## src/core/tapc_pkg.sv

```systemverilog
// Constants and types for the boundary-scan test access port.
// Assumes one fast system clock that oversamples the scan pins.
package tapc_pkg;
    localparam int  CELL_NUM  = 4;
    localparam int  BSR_LEN   = 3 * CELL_NUM;
    localparam int  IR_LEN    = 4;
    localparam int  ID_LEN    = 32;
    localparam int  SYNC_LEN  = 3;
    localparam int  FIFO_W    = BSR_LEN;
    localparam int  FIFO_D    = 16;
    localparam int  TLR_TMS_N = 5;
    // Bit positions of one cell inside the boundary register
    localparam int  CELL_IN   = 0;
    localparam int  CELL_OE   = 1;
    localparam int  CELL_OUT  = 2;
    // Opcodes
    localparam logic [IR_LEN-1:0] OP_EXTEST   = 4'h0;
    localparam logic [IR_LEN-1:0] OP_SAMPLE   = 4'h1;
    localparam logic [IR_LEN-1:0] OP_IDCODE   = 4'h2;
    localparam logic [IR_LEN-1:0] OP_USERCODE = 4'h3;
    localparam logic [IR_LEN-1:0] OP_CLAMP    = 4'h4;
    localparam logic [IR_LEN-1:0] OP_HIGHZ    = 4'h5;
    localparam logic [IR_LEN-1:0] OP_BYPASS   = 4'hf;
    localparam logic [IR_LEN-1:0] IR_RST_VAL  = OP_IDCODE;
    localparam logic [1:0]        IR_CAP_VAL  = 2'h1;
    localparam logic [2:0]        TMS_CNT_RST = 3'h0;

    typedef enum logic [15:0] {
        TAPC_TLR   = 16'h0001,
        TAPC_RTI   = 16'h0002,
        TAPC_SELDR = 16'h0004,
        TAPC_CAPDR = 16'h0008,
        TAPC_SHDR  = 16'h0010,
        TAPC_EX1DR = 16'h0020,
        TAPC_PSDR  = 16'h0040,
        TAPC_EX2DR = 16'h0080,
        TAPC_UPDR  = 16'h0100,
        TAPC_SELIR = 16'h0200,
        TAPC_CAPIR = 16'h0400,
        TAPC_SHIR  = 16'h0800,
        TAPC_EX1IR = 16'h1000,
        TAPC_PSIR  = 16'h2000,
        TAPC_EX2IR = 16'h4000,
        TAPC_UPIR  = 16'h8000
    } tapc_state_t;
endpackage

```

## src/core/tapc_fifo.sv

```systemverilog
// Snapshot buffer: flip-flop FIFO with valid/ready on both sides.
// Assumes a single clock domain; clk_en freezes all state.
`timescale 1ns/100ps
module tapc_fifo #(
    parameter int WIDTH = 12,
    parameter int DEPTH = 16
) (
    // Clock and reset
    input  wire logic             clk,
    input  wire logic             reset_n,
    input  wire logic             clk_en,
    // Fill side
    input  wire logic             in_valid,
    output logic                  in_ready,
    input  wire logic [WIDTH-1:0] in_data,
    // Drain side
    output logic                  out_valid,
    input  wire logic             out_ready,
    output logic [WIDTH-1:0]      out_data
);
    localparam int AW = $clog2(DEPTH);

    logic [WIDTH-1:0] mem_r [DEPTH];
    logic [AW-1:0]    wr_r;
    logic [AW-1:0]    rd_r;
    logic [AW:0]      cnt_r;
    logic             push;
    logic             pop;

    assign in_ready  = (cnt_r != (AW+1)'(DEPTH));
    assign out_valid = (cnt_r != '0);
    assign push      = in_valid && in_ready && clk_en;
    assign pop       = out_valid && out_ready && clk_en;
    assign out_data  = mem_r[rd_r];

    // Storage
    always_ff @(posedge clk) begin
        if (push) begin
            mem_r[wr_r] <= in_data;
        end
    end

    // Pointers and fill level
    always_ff @(posedge clk or negedge reset_n) begin
        if (!reset_n) begin
            wr_r  <= '0;
            rd_r  <= '0;
            cnt_r <= '0;
        end else begin
            if (push) begin
                wr_r <= (wr_r == AW'(DEPTH-1)) ? '0 : wr_r + 1'b1;
            end
            if (pop) begin
                rd_r <= (rd_r == AW'(DEPTH-1)) ? '0 : rd_r + 1'b1;
            end
            if (push && !pop) begin
                cnt_r <= cnt_r + 1'b1;
            end else if (pop && !push) begin
                cnt_r <= cnt_r - 1'b1;
            end
        end
    end
endmodule // tapc_fifo

```

## src/core/tapc_top.sv

```systemverilog
// Boundary-scan test access port with boundary cells and snapshot buffer.
// Assumes scan pins arrive asynchronously and are oversampled by clk.
// Contract
// RULE1: Sixteen-state controller steps on TCK rise by TMS
// RULE2: Reset state: scan idle, IR loads IDCODE
// RULE3: Five TMS-high clocks or TRST low reset
// RULE4: Stay in reset while TMS high or TRST
// RULE5: Tester reaches Shift-IR using TMS 01100
// RULE6: TDO drives only in shift, switched on fall
// RULE7: Shift-IR shifts IR out, holds while TMS low
// RULE8: IR bits sampled on rise; last with TMS
// RULE9: Capture pin, core enable, core value per cell
// RULE10: Sample/preload leaves live core signals on pins
// RULE11: Shift-DR chains boundary cells from TDI to TDO
// RULE12: Update copies capture cells into update cells
// RULE13: Shift-DR holds on TMS low, two highs update
// RULE14: Extest drives pins and core from update cells
// RULE15: Update enable bit one tri-states that pin
// RULE16: All-ones opcode selects one-bit bypass
// RULE17: Bypass bit in on rise, out on fall
// RULE18: Idcode loads and shifts 32-bit identity
// RULE19: Usercode shifts the user code register out
// RULE20: Clamp uses bypass, pins from update cells
// RULE21: Highz uses bypass, all pins tri-stated
// RULE22: Bus hold or pull-up overrides forced high-Z
// RULE23: Other transitions follow standard controller graph
`timescale 1ns/100ps
module tapc_top #(
    parameter logic [31:0] ID_VALUE   = 32'h1234_5671, // Arbitrary value
    parameter logic [31:0] USER_VALUE = 32'h0000_0000
) (
    // Clock and reset
    input  wire logic                             clk,
    input  wire logic                             reset_n,
    input  wire logic                             clk_en,
    // Scan pins
    input  wire logic                             tck,
    input  wire logic                             tms,
    input  wire logic                             tdi,
    input  wire logic                             trst_n,
    output logic                                  tdo_out,
    output logic                                  tdo_oe,
    // Pads
    input  wire logic [tapc_pkg::CELL_NUM-1:0]    pad_in,
    output logic      [tapc_pkg::CELL_NUM-1:0]    pad_out,
    output logic      [tapc_pkg::CELL_NUM-1:0]    pad_oe,
    input  wire logic [tapc_pkg::CELL_NUM-1:0]    pad_hold_en,
    output logic      [tapc_pkg::CELL_NUM-1:0]    pad_keeper_on,
    // Core side
    input  wire logic [tapc_pkg::CELL_NUM-1:0]    core_output_value,
    input  wire logic [tapc_pkg::CELL_NUM-1:0]    core_output_enable,
    output logic      [tapc_pkg::CELL_NUM-1:0]    core_input_drive,
    // Snapshot stream
    output logic                                  snap_valid,
    input  wire logic                             snap_ready,
    output logic      [tapc_pkg::FIFO_W-1:0]      snap_data,
    output logic                                  snap_room,
    // Status
    output logic                                  test_reset_state,
    output logic                                  dr_capture_shift_clock
);
    import tapc_pkg::*;

    localparam int SYN_W = 4 + CELL_NUM;

    logic [SYN_W-1:0]   syn1_r;
    logic [SYN_W-1:0]   syn2_r;
    logic [SYN_W-1:0]   syn3_r;
    logic               tck_rise;
    logic               tck_fall;
    logic               tms_s;
    logic               tdi_s;
    logic               trst_s;
    logic [CELL_NUM-1:0] pin_s;
    tapc_state_t        state_r;
    tapc_state_t        state_nxt;
    logic [IR_LEN-1:0]  ir_r;
    logic [IR_LEN-1:0]  ir_sh_r;
    logic [BSR_LEN-1:0] bsr_r;
    logic [BSR_LEN-1:0] upd_r;
    logic [ID_LEN-1:0]  id_sh_r;
    logic               byp_r;
    logic               tdo_nxt;
    logic               sel_bsr;
    logic               sel_id;
    logic               test_drive;
    logic               snap_push;
    logic [2:0]         tms_cnt_r;

    // Next controller state from TMS
    function automatic tapc_state_t step(input tapc_state_t s, input logic m);
        case (s)
            TAPC_TLR:   step = m ? TAPC_TLR   : TAPC_RTI;
            TAPC_RTI:   step = m ? TAPC_SELDR : TAPC_RTI;
            TAPC_SELDR: step = m ? TAPC_SELIR : TAPC_CAPDR;
            TAPC_CAPDR: step = m ? TAPC_EX1DR : TAPC_SHDR;
            TAPC_SHDR:  step = m ? TAPC_EX1DR : TAPC_SHDR;
            TAPC_EX1DR: step = m ? TAPC_UPDR  : TAPC_PSDR;
            TAPC_PSDR:  step = m ? TAPC_EX2DR : TAPC_PSDR;
            TAPC_EX2DR: step = m ? TAPC_UPDR  : TAPC_SHDR;
            TAPC_UPDR:  step = m ? TAPC_SELDR : TAPC_RTI;
            TAPC_SELIR: step = m ? TAPC_TLR   : TAPC_CAPIR;
            TAPC_CAPIR: step = m ? TAPC_EX1IR : TAPC_SHIR;
            TAPC_SHIR:  step = m ? TAPC_EX1IR : TAPC_SHIR;
            TAPC_EX1IR: step = m ? TAPC_UPIR  : TAPC_PSIR;
            TAPC_PSIR:  step = m ? TAPC_EX2IR : TAPC_PSIR;
            TAPC_EX2IR: step = m ? TAPC_UPIR  : TAPC_SHIR;
            TAPC_UPIR:  step = m ? TAPC_SELDR : TAPC_RTI;
            default:    step = TAPC_TLR;
        endcase
    endfunction

    // Opcodes that put the single bypass bit in the chain
    function automatic logic is_bypass(input logic [IR_LEN-1:0] op);
        is_bypass = !(op == OP_EXTEST || op == OP_SAMPLE
                      || op == OP_IDCODE || op == OP_USERCODE);
    endfunction

    // Three-stage pin synchroniser
    always_ff @(posedge clk or negedge reset_n) begin
        if (!reset_n) begin
            syn1_r <= '0;
            syn2_r <= '0;
            syn3_r <= '0;
        end else if (clk_en) begin
            syn1_r <= {trst_n, tdi, tms, tck, pad_in};
            syn2_r <= syn1_r;
            syn3_r <= syn2_r;
        end
    end

    assign tck_rise = clk_en && syn2_r[CELL_NUM] && !syn3_r[CELL_NUM];
    assign tck_fall = clk_en && !syn2_r[CELL_NUM] && syn3_r[CELL_NUM];
    assign tms_s    = syn3_r[CELL_NUM+1];
    assign tdi_s    = syn3_r[CELL_NUM+2];
    assign trst_s   = syn3_r[CELL_NUM+3];
    assign pin_s    = syn3_r[CELL_NUM-1:0];

    assign state_nxt = step(state_r, tms_s); // RULE23

    // Controller
    always_ff @(posedge clk or negedge reset_n) begin
        if (!reset_n) begin
            state_r <= TAPC_TLR; // RULE2
        end else if (clk_en && !trst_s) begin
            state_r <= TAPC_TLR; // RULE3 RULE4
        end else if (tck_rise) begin
            state_r <= state_nxt; // RULE1 RULE13
        end
    end

    // Instruction register
    always_ff @(posedge clk or negedge reset_n) begin
        if (!reset_n) begin
            ir_r    <= IR_RST_VAL;
            ir_sh_r <= '0;
        end else if (clk_en) begin
            if (state_r == TAPC_TLR) begin
                ir_r <= IR_RST_VAL; // RULE2
            end else if (tck_fall && state_r == TAPC_UPIR) begin
                ir_r <= ir_sh_r;
            end
            if (tck_rise && state_r == TAPC_CAPIR) begin
                ir_sh_r <= ir_r; // RULE7
            end else if (tck_rise && state_r == TAPC_SHIR) begin
                ir_sh_r <= {tdi_s, ir_sh_r[IR_LEN-1:1]}; // RULE8
            end
        end
    end

    assign sel_bsr = (ir_r == OP_EXTEST) || (ir_r == OP_SAMPLE);
    assign sel_id  = (ir_r == OP_IDCODE) || (ir_r == OP_USERCODE);

    // Data registers: capture and shift on TCK rise
    always_ff @(posedge clk or negedge reset_n) begin
        if (!reset_n) begin
            bsr_r   <= '0;
            id_sh_r <= '0;
            byp_r   <= 1'b0;
        end else if (tck_rise && state_r == TAPC_CAPDR) begin
            for (int i = 0; i < CELL_NUM; i++) begin
                bsr_r[3*i+CELL_IN]  <= pin_s[i]; // RULE9
                bsr_r[3*i+CELL_OE]  <= core_output_enable[i];
                bsr_r[3*i+CELL_OUT] <= core_output_value[i];
            end
            id_sh_r <= (ir_r == OP_USERCODE) ? USER_VALUE : ID_VALUE; // RULE18 RULE19
            byp_r   <= 1'b0;
        end else if (tck_rise && state_r == TAPC_SHDR) begin
            if (sel_bsr) begin
                bsr_r <= {tdi_s, bsr_r[BSR_LEN-1:1]}; // RULE11
            end
            if (sel_id) begin
                id_sh_r <= {tdi_s, id_sh_r[ID_LEN-1:1]}; // RULE18 RULE19
            end
            if (is_bypass(ir_r)) begin
                byp_r <= tdi_s; // RULE16 RULE17
            end
        end
    end

    // Update cells load on TCK fall in Update-DR
    always_ff @(posedge clk or negedge reset_n) begin
        if (!reset_n) begin
            upd_r <= '0;
        end else if (tck_fall && state_r == TAPC_UPDR && sel_bsr) begin
            upd_r <= bsr_r; // RULE12
        end
    end

    // TDO source and driver, switched on TCK fall
    always_comb begin
        tdo_nxt = byp_r;
        if (state_r == TAPC_SHIR) begin
            tdo_nxt = ir_sh_r[0]; // RULE7
        end else if (sel_bsr) begin
            tdo_nxt = bsr_r[0]; // RULE11
        end else if (sel_id) begin
            tdo_nxt = id_sh_r[0];
        end
    end

    always_ff @(posedge clk or negedge reset_n) begin
        if (!reset_n) begin
            tdo_out <= 1'b0;
            tdo_oe  <= 1'b0;
        end else if (tck_fall) begin
            tdo_out <= tdo_nxt; // RULE17
            tdo_oe  <= (state_r == TAPC_SHIR) || (state_r == TAPC_SHDR); // RULE6
        end else if (clk_en && !trst_s) begin
            tdo_oe  <= 1'b0; // RULE6
        end
    end

    // Pin and core muxes per cell
    assign test_drive = (ir_r == OP_EXTEST) || (ir_r == OP_CLAMP);

    generate
        for (genvar g = 0; g < CELL_NUM; g++) begin : g_cell
            logic forced_z;
            always_comb begin
                forced_z = 1'b0;
                if (ir_r == OP_HIGHZ) begin
                    forced_z = 1'b1; // RULE21
                end else if (test_drive) begin
                    forced_z = upd_r[3*g+CELL_OE]; // RULE15 RULE20
                end
            end
            always_ff @(posedge clk or negedge reset_n) begin
                if (!reset_n) begin
                    pad_out[g]          <= 1'b0;
                    pad_oe[g]           <= 1'b0;
                    pad_keeper_on[g]    <= 1'b0;
                    core_input_drive[g] <= 1'b0;
                end else if (clk_en) begin
                    if (test_drive || ir_r == OP_HIGHZ) begin
                        pad_out[g] <= upd_r[3*g+CELL_OUT]; // RULE14 RULE20
                        pad_oe[g]  <= !forced_z; // RULE15
                    end else begin
                        pad_out[g] <= core_output_value[g]; // RULE10
                        pad_oe[g]  <= core_output_enable[g];
                    end
                    pad_keeper_on[g] <= forced_z && pad_hold_en[g]
                                        && (test_drive || ir_r == OP_HIGHZ); // RULE22
                    core_input_drive[g] <= (ir_r == OP_EXTEST) ?
                                           upd_r[3*g+CELL_IN] : pin_s[g]; // RULE14
                end
            end
        end
    endgenerate

    // Snapshot of each capture under EXTEST or SAMPLE, queued toward the core while the buffer has room
    always_ff @(posedge clk or negedge reset_n) begin
        if (!reset_n) begin
            snap_push <= 1'b0;
        end else if (clk_en) begin
            snap_push <= tck_rise && state_r == TAPC_CAPDR && sel_bsr;
        end
    end

    tapc_fifo #(
        .WIDTH (FIFO_W),
        .DEPTH (FIFO_D)
    ) u_snap_fifo (
        .clk       (clk),
        .reset_n   (reset_n),
        .clk_en    (clk_en),
        .in_valid  (snap_push),
        .in_ready  (snap_room),
        .in_data   (bsr_r),
        .out_valid (snap_valid),
        .out_ready (snap_ready),
        .out_data  (snap_data)
    );

    assign test_reset_state       = (state_r == TAPC_TLR);
    assign dr_capture_shift_clock = tck_rise &&
                                    (state_r == TAPC_CAPDR || state_r == TAPC_SHDR);

    // Count of consecutive TCK rises with TMS high
    always_ff @(posedge clk or negedge reset_n) begin
        if (!reset_n) begin
            tms_cnt_r <= TMS_CNT_RST;
        end else if (tck_rise) begin
            if (!tms_s) begin
                tms_cnt_r <= TMS_CNT_RST;
            end else if (tms_cnt_r != 3'(TLR_TMS_N)) begin
                tms_cnt_r <= tms_cnt_r + 3'h1;
            end
        end
    end

    // Checks
    five_tms_tlr_a: assert property (@(posedge clk) disable iff (!reset_n) // RULE3
        tms_cnt_r == 3'(TLR_TMS_N) |-> state_r == TAPC_TLR)
        else $error("Five TMS-high clocks did not reach reset state");
    trst_tlr_a: assert property (@(posedge clk) disable iff (!reset_n) // RULE4
        clk_en && !trst_s |=> state_r == TAPC_TLR)
        else $error("TRST low did not hold reset state");
    tdo_on_a: assert property (@(posedge clk) disable iff (!reset_n) // RULE6
        tck_fall && (state_r == TAPC_SHIR || state_r == TAPC_SHDR) |=> tdo_oe)
        else $error("TDO not driven in shift state");
    tdo_off_a: assert property (@(posedge clk) disable iff (!reset_n) // RULE6
        !tdo_oe && !tck_fall |=> !tdo_oe)
        else $error("TDO enabled away from a falling edge");
    shift_ir_hold_a: assert property (@(posedge clk) disable iff (!reset_n) // RULE7
        tck_rise && trst_s && state_r == TAPC_SHIR && !tms_s |=> state_r == TAPC_SHIR)
        else $error("Left Shift-IR with TMS low");
    bypass_path_a: assert property (@(posedge clk) disable iff (!reset_n) // RULE17
        tck_rise && state_r == TAPC_SHDR && ir_r == OP_BYPASS |=> byp_r == $past(tdi_s))
        else $error("Bypass bit did not take TDI");
    sample_live_a: assert property (@(posedge clk) disable iff (!reset_n) // RULE10
        clk_en && ir_r == OP_SAMPLE && $stable(ir_r) |=> pad_out == $past(core_output_value))
        else $error("Sample disturbed pin output");
    highz_pins_a: assert property (@(posedge clk) disable iff (!reset_n) // RULE21
        clk_en && ir_r == OP_HIGHZ ##1 ir_r == OP_HIGHZ |-> pad_oe == '0)
        else $error("Pin driven under HIGHZ");
    update_copy_a: assert property (@(posedge clk) disable iff (!reset_n) // RULE12
        tck_fall && state_r == TAPC_UPDR && sel_bsr |=> upd_r == $past(bsr_r))
        else $error("Update cells did not take capture cells");

    reach_shift_ir_c: cover property (@(posedge clk) disable iff (!reset_n)
        state_r == TAPC_SHIR);
    extest_update_c: cover property (@(posedge clk) disable iff (!reset_n)
        tck_fall && state_r == TAPC_UPDR && ir_r == OP_EXTEST);
    snap_full_c: cover property (@(posedge clk) disable iff (!reset_n) !snap_room);
endmodule // tapc_top

```

## config.mk

```make
export PLATFORM = sky130hd
export DESIGN_NAME = tapc_top
export DESIGN_NICKNAME = d
export VERILOG_FILES = /design/src/core/tapc_pkg.sv /design/src/core/tapc_fifo.sv /design/src/core/tapc_top.sv
export SDC_FILE = /design/constraint.sdc
export NUM_CORES = 1
export LEC_CHECK = 0
export ABC_AREA = 1
export BUFFER_PORTS_ARGS = -buffer_cell sky130_fd_sc_hd__buf_4
export CORE_MARGIN = 10
export CORE_UTILIZATION = 64
export CTS_BUF_LIST = sky130_fd_sc_hd__clkbuf_8
export DETAILED_ROUTE_END_ITERATION = 7
export PLACE_DENSITY = 0.82
export SYNTH_ARGS = -nofsm -noshare
export SYNTH_HDL_FRONTEND = slang
export SYNTH_HIERARCHICAL = 1
export SYNTH_SLANG_ARGS = --single-unit
```

## constraint.sdc

```tcl
create_clock -name clk -period 6.08 [get_ports clk]
set_clock_uncertainty 0.05 [all_clocks]
set_input_delay 0.304 -clock clk [delete_from_list [all_inputs] [get_ports clk]]
set_output_delay 0.304 -clock clk [all_outputs]
set_load 0.01 [all_outputs]
```

==> impl_metrics.yaml <==
logic_synthesis:
  synth_edf_count: 192
  yosys_warnings: 6
  netlist_area_mm2: 0.0151
  ys_ff_latch: 329
  ys_seq_area_share_pct: 60.9
  syn_area_per_cell_um2: 9.09
  synth_top_area_cell: "edfxtp_1"
  synth_cell_types: 45
  synth_fp_nets: 1696
  yosys-top-cells-area: "edfxtp_1 38%, dfrtp_1 22%, nand2_1 14%"
  synth_ff_type: "edfxtp_1"
  syn_inst: 1662
  synth.top_cell.area_share_pct: 38.2
  synthArstFlopShare_pct: 41.6
timing:
  hold_slack_ns: 0.0376
  timing.final.crit_period_ns: 3.20
  slew_headroom_pct: 26.0
  fin_setup_tns_ns: 0
  timing.fmax_mhz: 312
  setup_viol: 0
  grt_setup_unrepaired: "false"
  tightest_slew_ns: 1.10
  period_share_pct: 52.7
  report.final.slew_viol_count: 0
  worst_slack_ns: 2.88
  hold_viol_final: 0
power_and_ir_drop:
  power.leakage_nw: 7.91
  pwr-share-comb_pct: 26.4
  ir_drop_uv: 205
  clock_power_share_pct: 29.8
  p_switching_mw: 1.88
  cellInternalPower_mw: 3.79
  p_per_area_mw_per_mm2: 336
  pwr-share-seq_pct: 43.8
  swShare_pct: 33.2
detailed_routing:
  route.vias.total: 11245
  wl_per_cell_um: 16.1
  viasPerCell: 5.34
  wl_mm: 33.9
  drt_iter0_markers: 1164
  drc: 0
  firstDrtPassIters: 7
  ant_nets: 0
placement:
  globalplace.congestion: 0.878
  placed_cell_area_mm2: 0.0157
  place_hpwl_mm: 21.0
  dpl_worst_slack_ns: 3.01
  port_buffers: 57
worst_setup_path:
  critPathBufInv: 4
  worstSetupEndpointType: "output port"
  path_delay_family: "buffers and inverters"
  critical_path.max_stage_delay_ns: 0.57
  crit_path_top_delay_cell: "buf_4"
  startpoint_type: "flop"
  r2r_slack_ns: 3.20
  reg2reg_to: "u_snap_fifo/cnt_r[4]"
  critPathArrivalTime_ns: 2.85
  r2r_start: "u_snap_fifo/cnt_r[0]"
  crit_required_ns: 5.73
  crit_type: "flop to output port"
  worstRegToRegCells: 12
  worstPathCellList: "buf_4, buf_4, nand2_1, nand3_1, nand2_1, nand2_1, nand2_1, inv_1, nand2_1, buf_4"
  crit_fanout: 53
  crit_top_cell: "nand2_1"
status:
  status: "finished, final reports clean"
grt:
  grt_util_all_layers_pct: 22.2
  grt-ovfl-total: 0
  grtUsageMet3_pct: 4.70
  antenna_found_initial: 0
  grtUsageMet2_pct: 36.6
  grt_pass1_wl_mm: 55.5
  grt_pass1_vias: 11098
  use_met1_pct: 28.6
  grt_max_degree: 98
  top_usage_layer: "met2"
cells_and_area:
  final_common_cell: "nand2_1"
  n_fill_cell: 1650
  design_area_mm2: 0.0169
  drive_above_1_share_pct: 10.1
  syn_to_final_growth_pct: 11.7
  final_cell_mix: "577 x nand2_1, 290 x inv_1, 192 x edfxtp_1"
  fin_nets: 1777
  seq_area_mm2: 0.00920
  multi_input_area_mm2: 0.00454
  diodes: 0
clock_network:
  htreeDepth: 2
  hold_buffers: 18
  post-cts-setup-buffer-count: 0
  numCtsBuffers: 52
  cts.sinks: 329
  cts_tree: "built"
  cts-root-buf: "clkbuf_8"
  clock_path_buffers: 3
  clk_pin_slew_ns: 0.06
  ctsResizeCount: 0
  clk_latency_ns: 0.57
floorplan:
  io_pins: 58
  die_x_um: 174
  die_height_um: 174
  start_util_pct: 64.8
  dieArea_mm2: 0.0302
  core_mm2: 0.0233
  rows: 56
min_path:
  hold_start: "core_output_enable[3]"
  hp-class: "input pin to flop"
  min_path_cells: 4
  hold_end: "bsr_r[10]"
flow_run:
  cap_violations: 0
[area by class of cell]
| cell class | instances | share of cell area, % |
|---|---|---|
| clock buffers | 58 | 4.73 |
| clock inverters | 38 | 0.919 |
| inverters | 271 | 6.04 |
| multi-input cells | 994 | 26.9 |
| flip-flops and latches | 329 | 54.5 |
| well taps | 319 | 2.37 |
| repair buffers | 95 | 4.52 |
[metal layers]
metal  wire [um]  up-vias
met5           0        -
li1            -     5451
met2       16200      438
met1       14000     5289
met4         858        0
met3        2750       67
[worst max-delay path by stage]
stage | startpoint | endpoint | slack, ns | cells after the start
after floorplan | u_snap_fifo/cnt_r[0] | u_snap_fifo/mem_r[13][0] | 3.79 | 5
after global placement | clk_en | u_snap_fifo/cnt_r[4] | 3.11 | 11
after detailed placement | clk_en | u_snap_fifo/cnt_r[4] | 3.01 | 11
after CTS | u_snap_fifo/rd_r[0] | snap_data[8] | 2.88 | 10
after global routing | u_snap_fifo/rd_r[0] | snap_data[4] | 2.68 | 10
final | u_snap_fifo/rd_r[0] | snap_data[4] | 2.88 | 10
[state kept, by name (all words and copies together), names as in the netlist, 4 cells and up]
name and count:
state_r 16, u_snap_fifo/wr_r 4, u_snap_fifo/mem_r 192, ir_r 4, u_snap_fifo/rd_r 4, pad_oe 4
id_sh_r 32, pad_out 4, ir_sh_r 4, pad_keeper_on 4, u_snap_fifo/cnt_r 5, bsr_r 12
syn2_r 8, core_input_drive 4, syn3_r 8, syn1_r 8, upd_r 12
[synthesized netlist by cell type (2+ instances only)]
master,n
a21oi_1,12
a21oi_4,2
a31oi_1,4
buf_1,3
buf_2,31
buf_4,6
buf_6,8
clkbuf_1,19
dfrtp_1,135
dfstp_2,2
edfxtp_1,192
ha_1,9
inv_1,266
inv_2,3
nand2_1,577
nand2_2,5
nand3_1,162
nand3b_4,2
nand4_1,4
nor2_1,39
nor2_2,6
nor2_4,6
nor3_1,23
o21a_1,12
o21ai_0,88
o21ai_1,20
o22ai_1,4
o41ai_1,2
xnor2_1,3
xor2_1,2
[logic make-up after synthesis]
kind of cell	after synthesis	synth area share (%)
AO/OA/AOI/OAI	150	5.56
XOR/XNOR	5	0.290
adder cells (fa/ha/maj)	10	0.878
buffers and inverters	339	9.31
flip-flops	329	60.9
AND/OR/NAND/NOR	829	23.1
[power groups by stage]
| stage | logic (mW) | registers, mW | clock network [mW] |
|---|---|---|---|
| 2_1_floorplan | 1.00 | 2.52 | 0 |
| 5_1_grt | 1.66 | 2.50 | 1.82 |
| 6_report | 1.50 | 2.49 | 1.69 |
| 3_5_place_dp | 1.48 | 2.53 | 0 |
| 4_1_cts | 1.50 | 2.49 | 1.72 |
| 3_3_place_gp | 1.44 | 2.52 | 0 |
[through the flow]
stage | total power, mW | std cells | utilization, %
2_1_floorplan | 3.53 | 1662 | -
3_3_place_gp | 3.97 | 1990 | 67.5
3_5_place_dp | 4.00 | 1990 | 67.5
4_1_cts | 5.71 | 2104 | 72.3
5_1_grt | 5.98 | 2104 | 72.3
6_report | 5.68 | 2104 | 72.3
[tightest hold or removal path, cell delays in order]
cell     delay, ns
buf_4         0.10
nand2_1       0.04
o21ai_0       0.07
o21a_1        0.10
No activity file was read; power rests on OpenSTA's default activity.
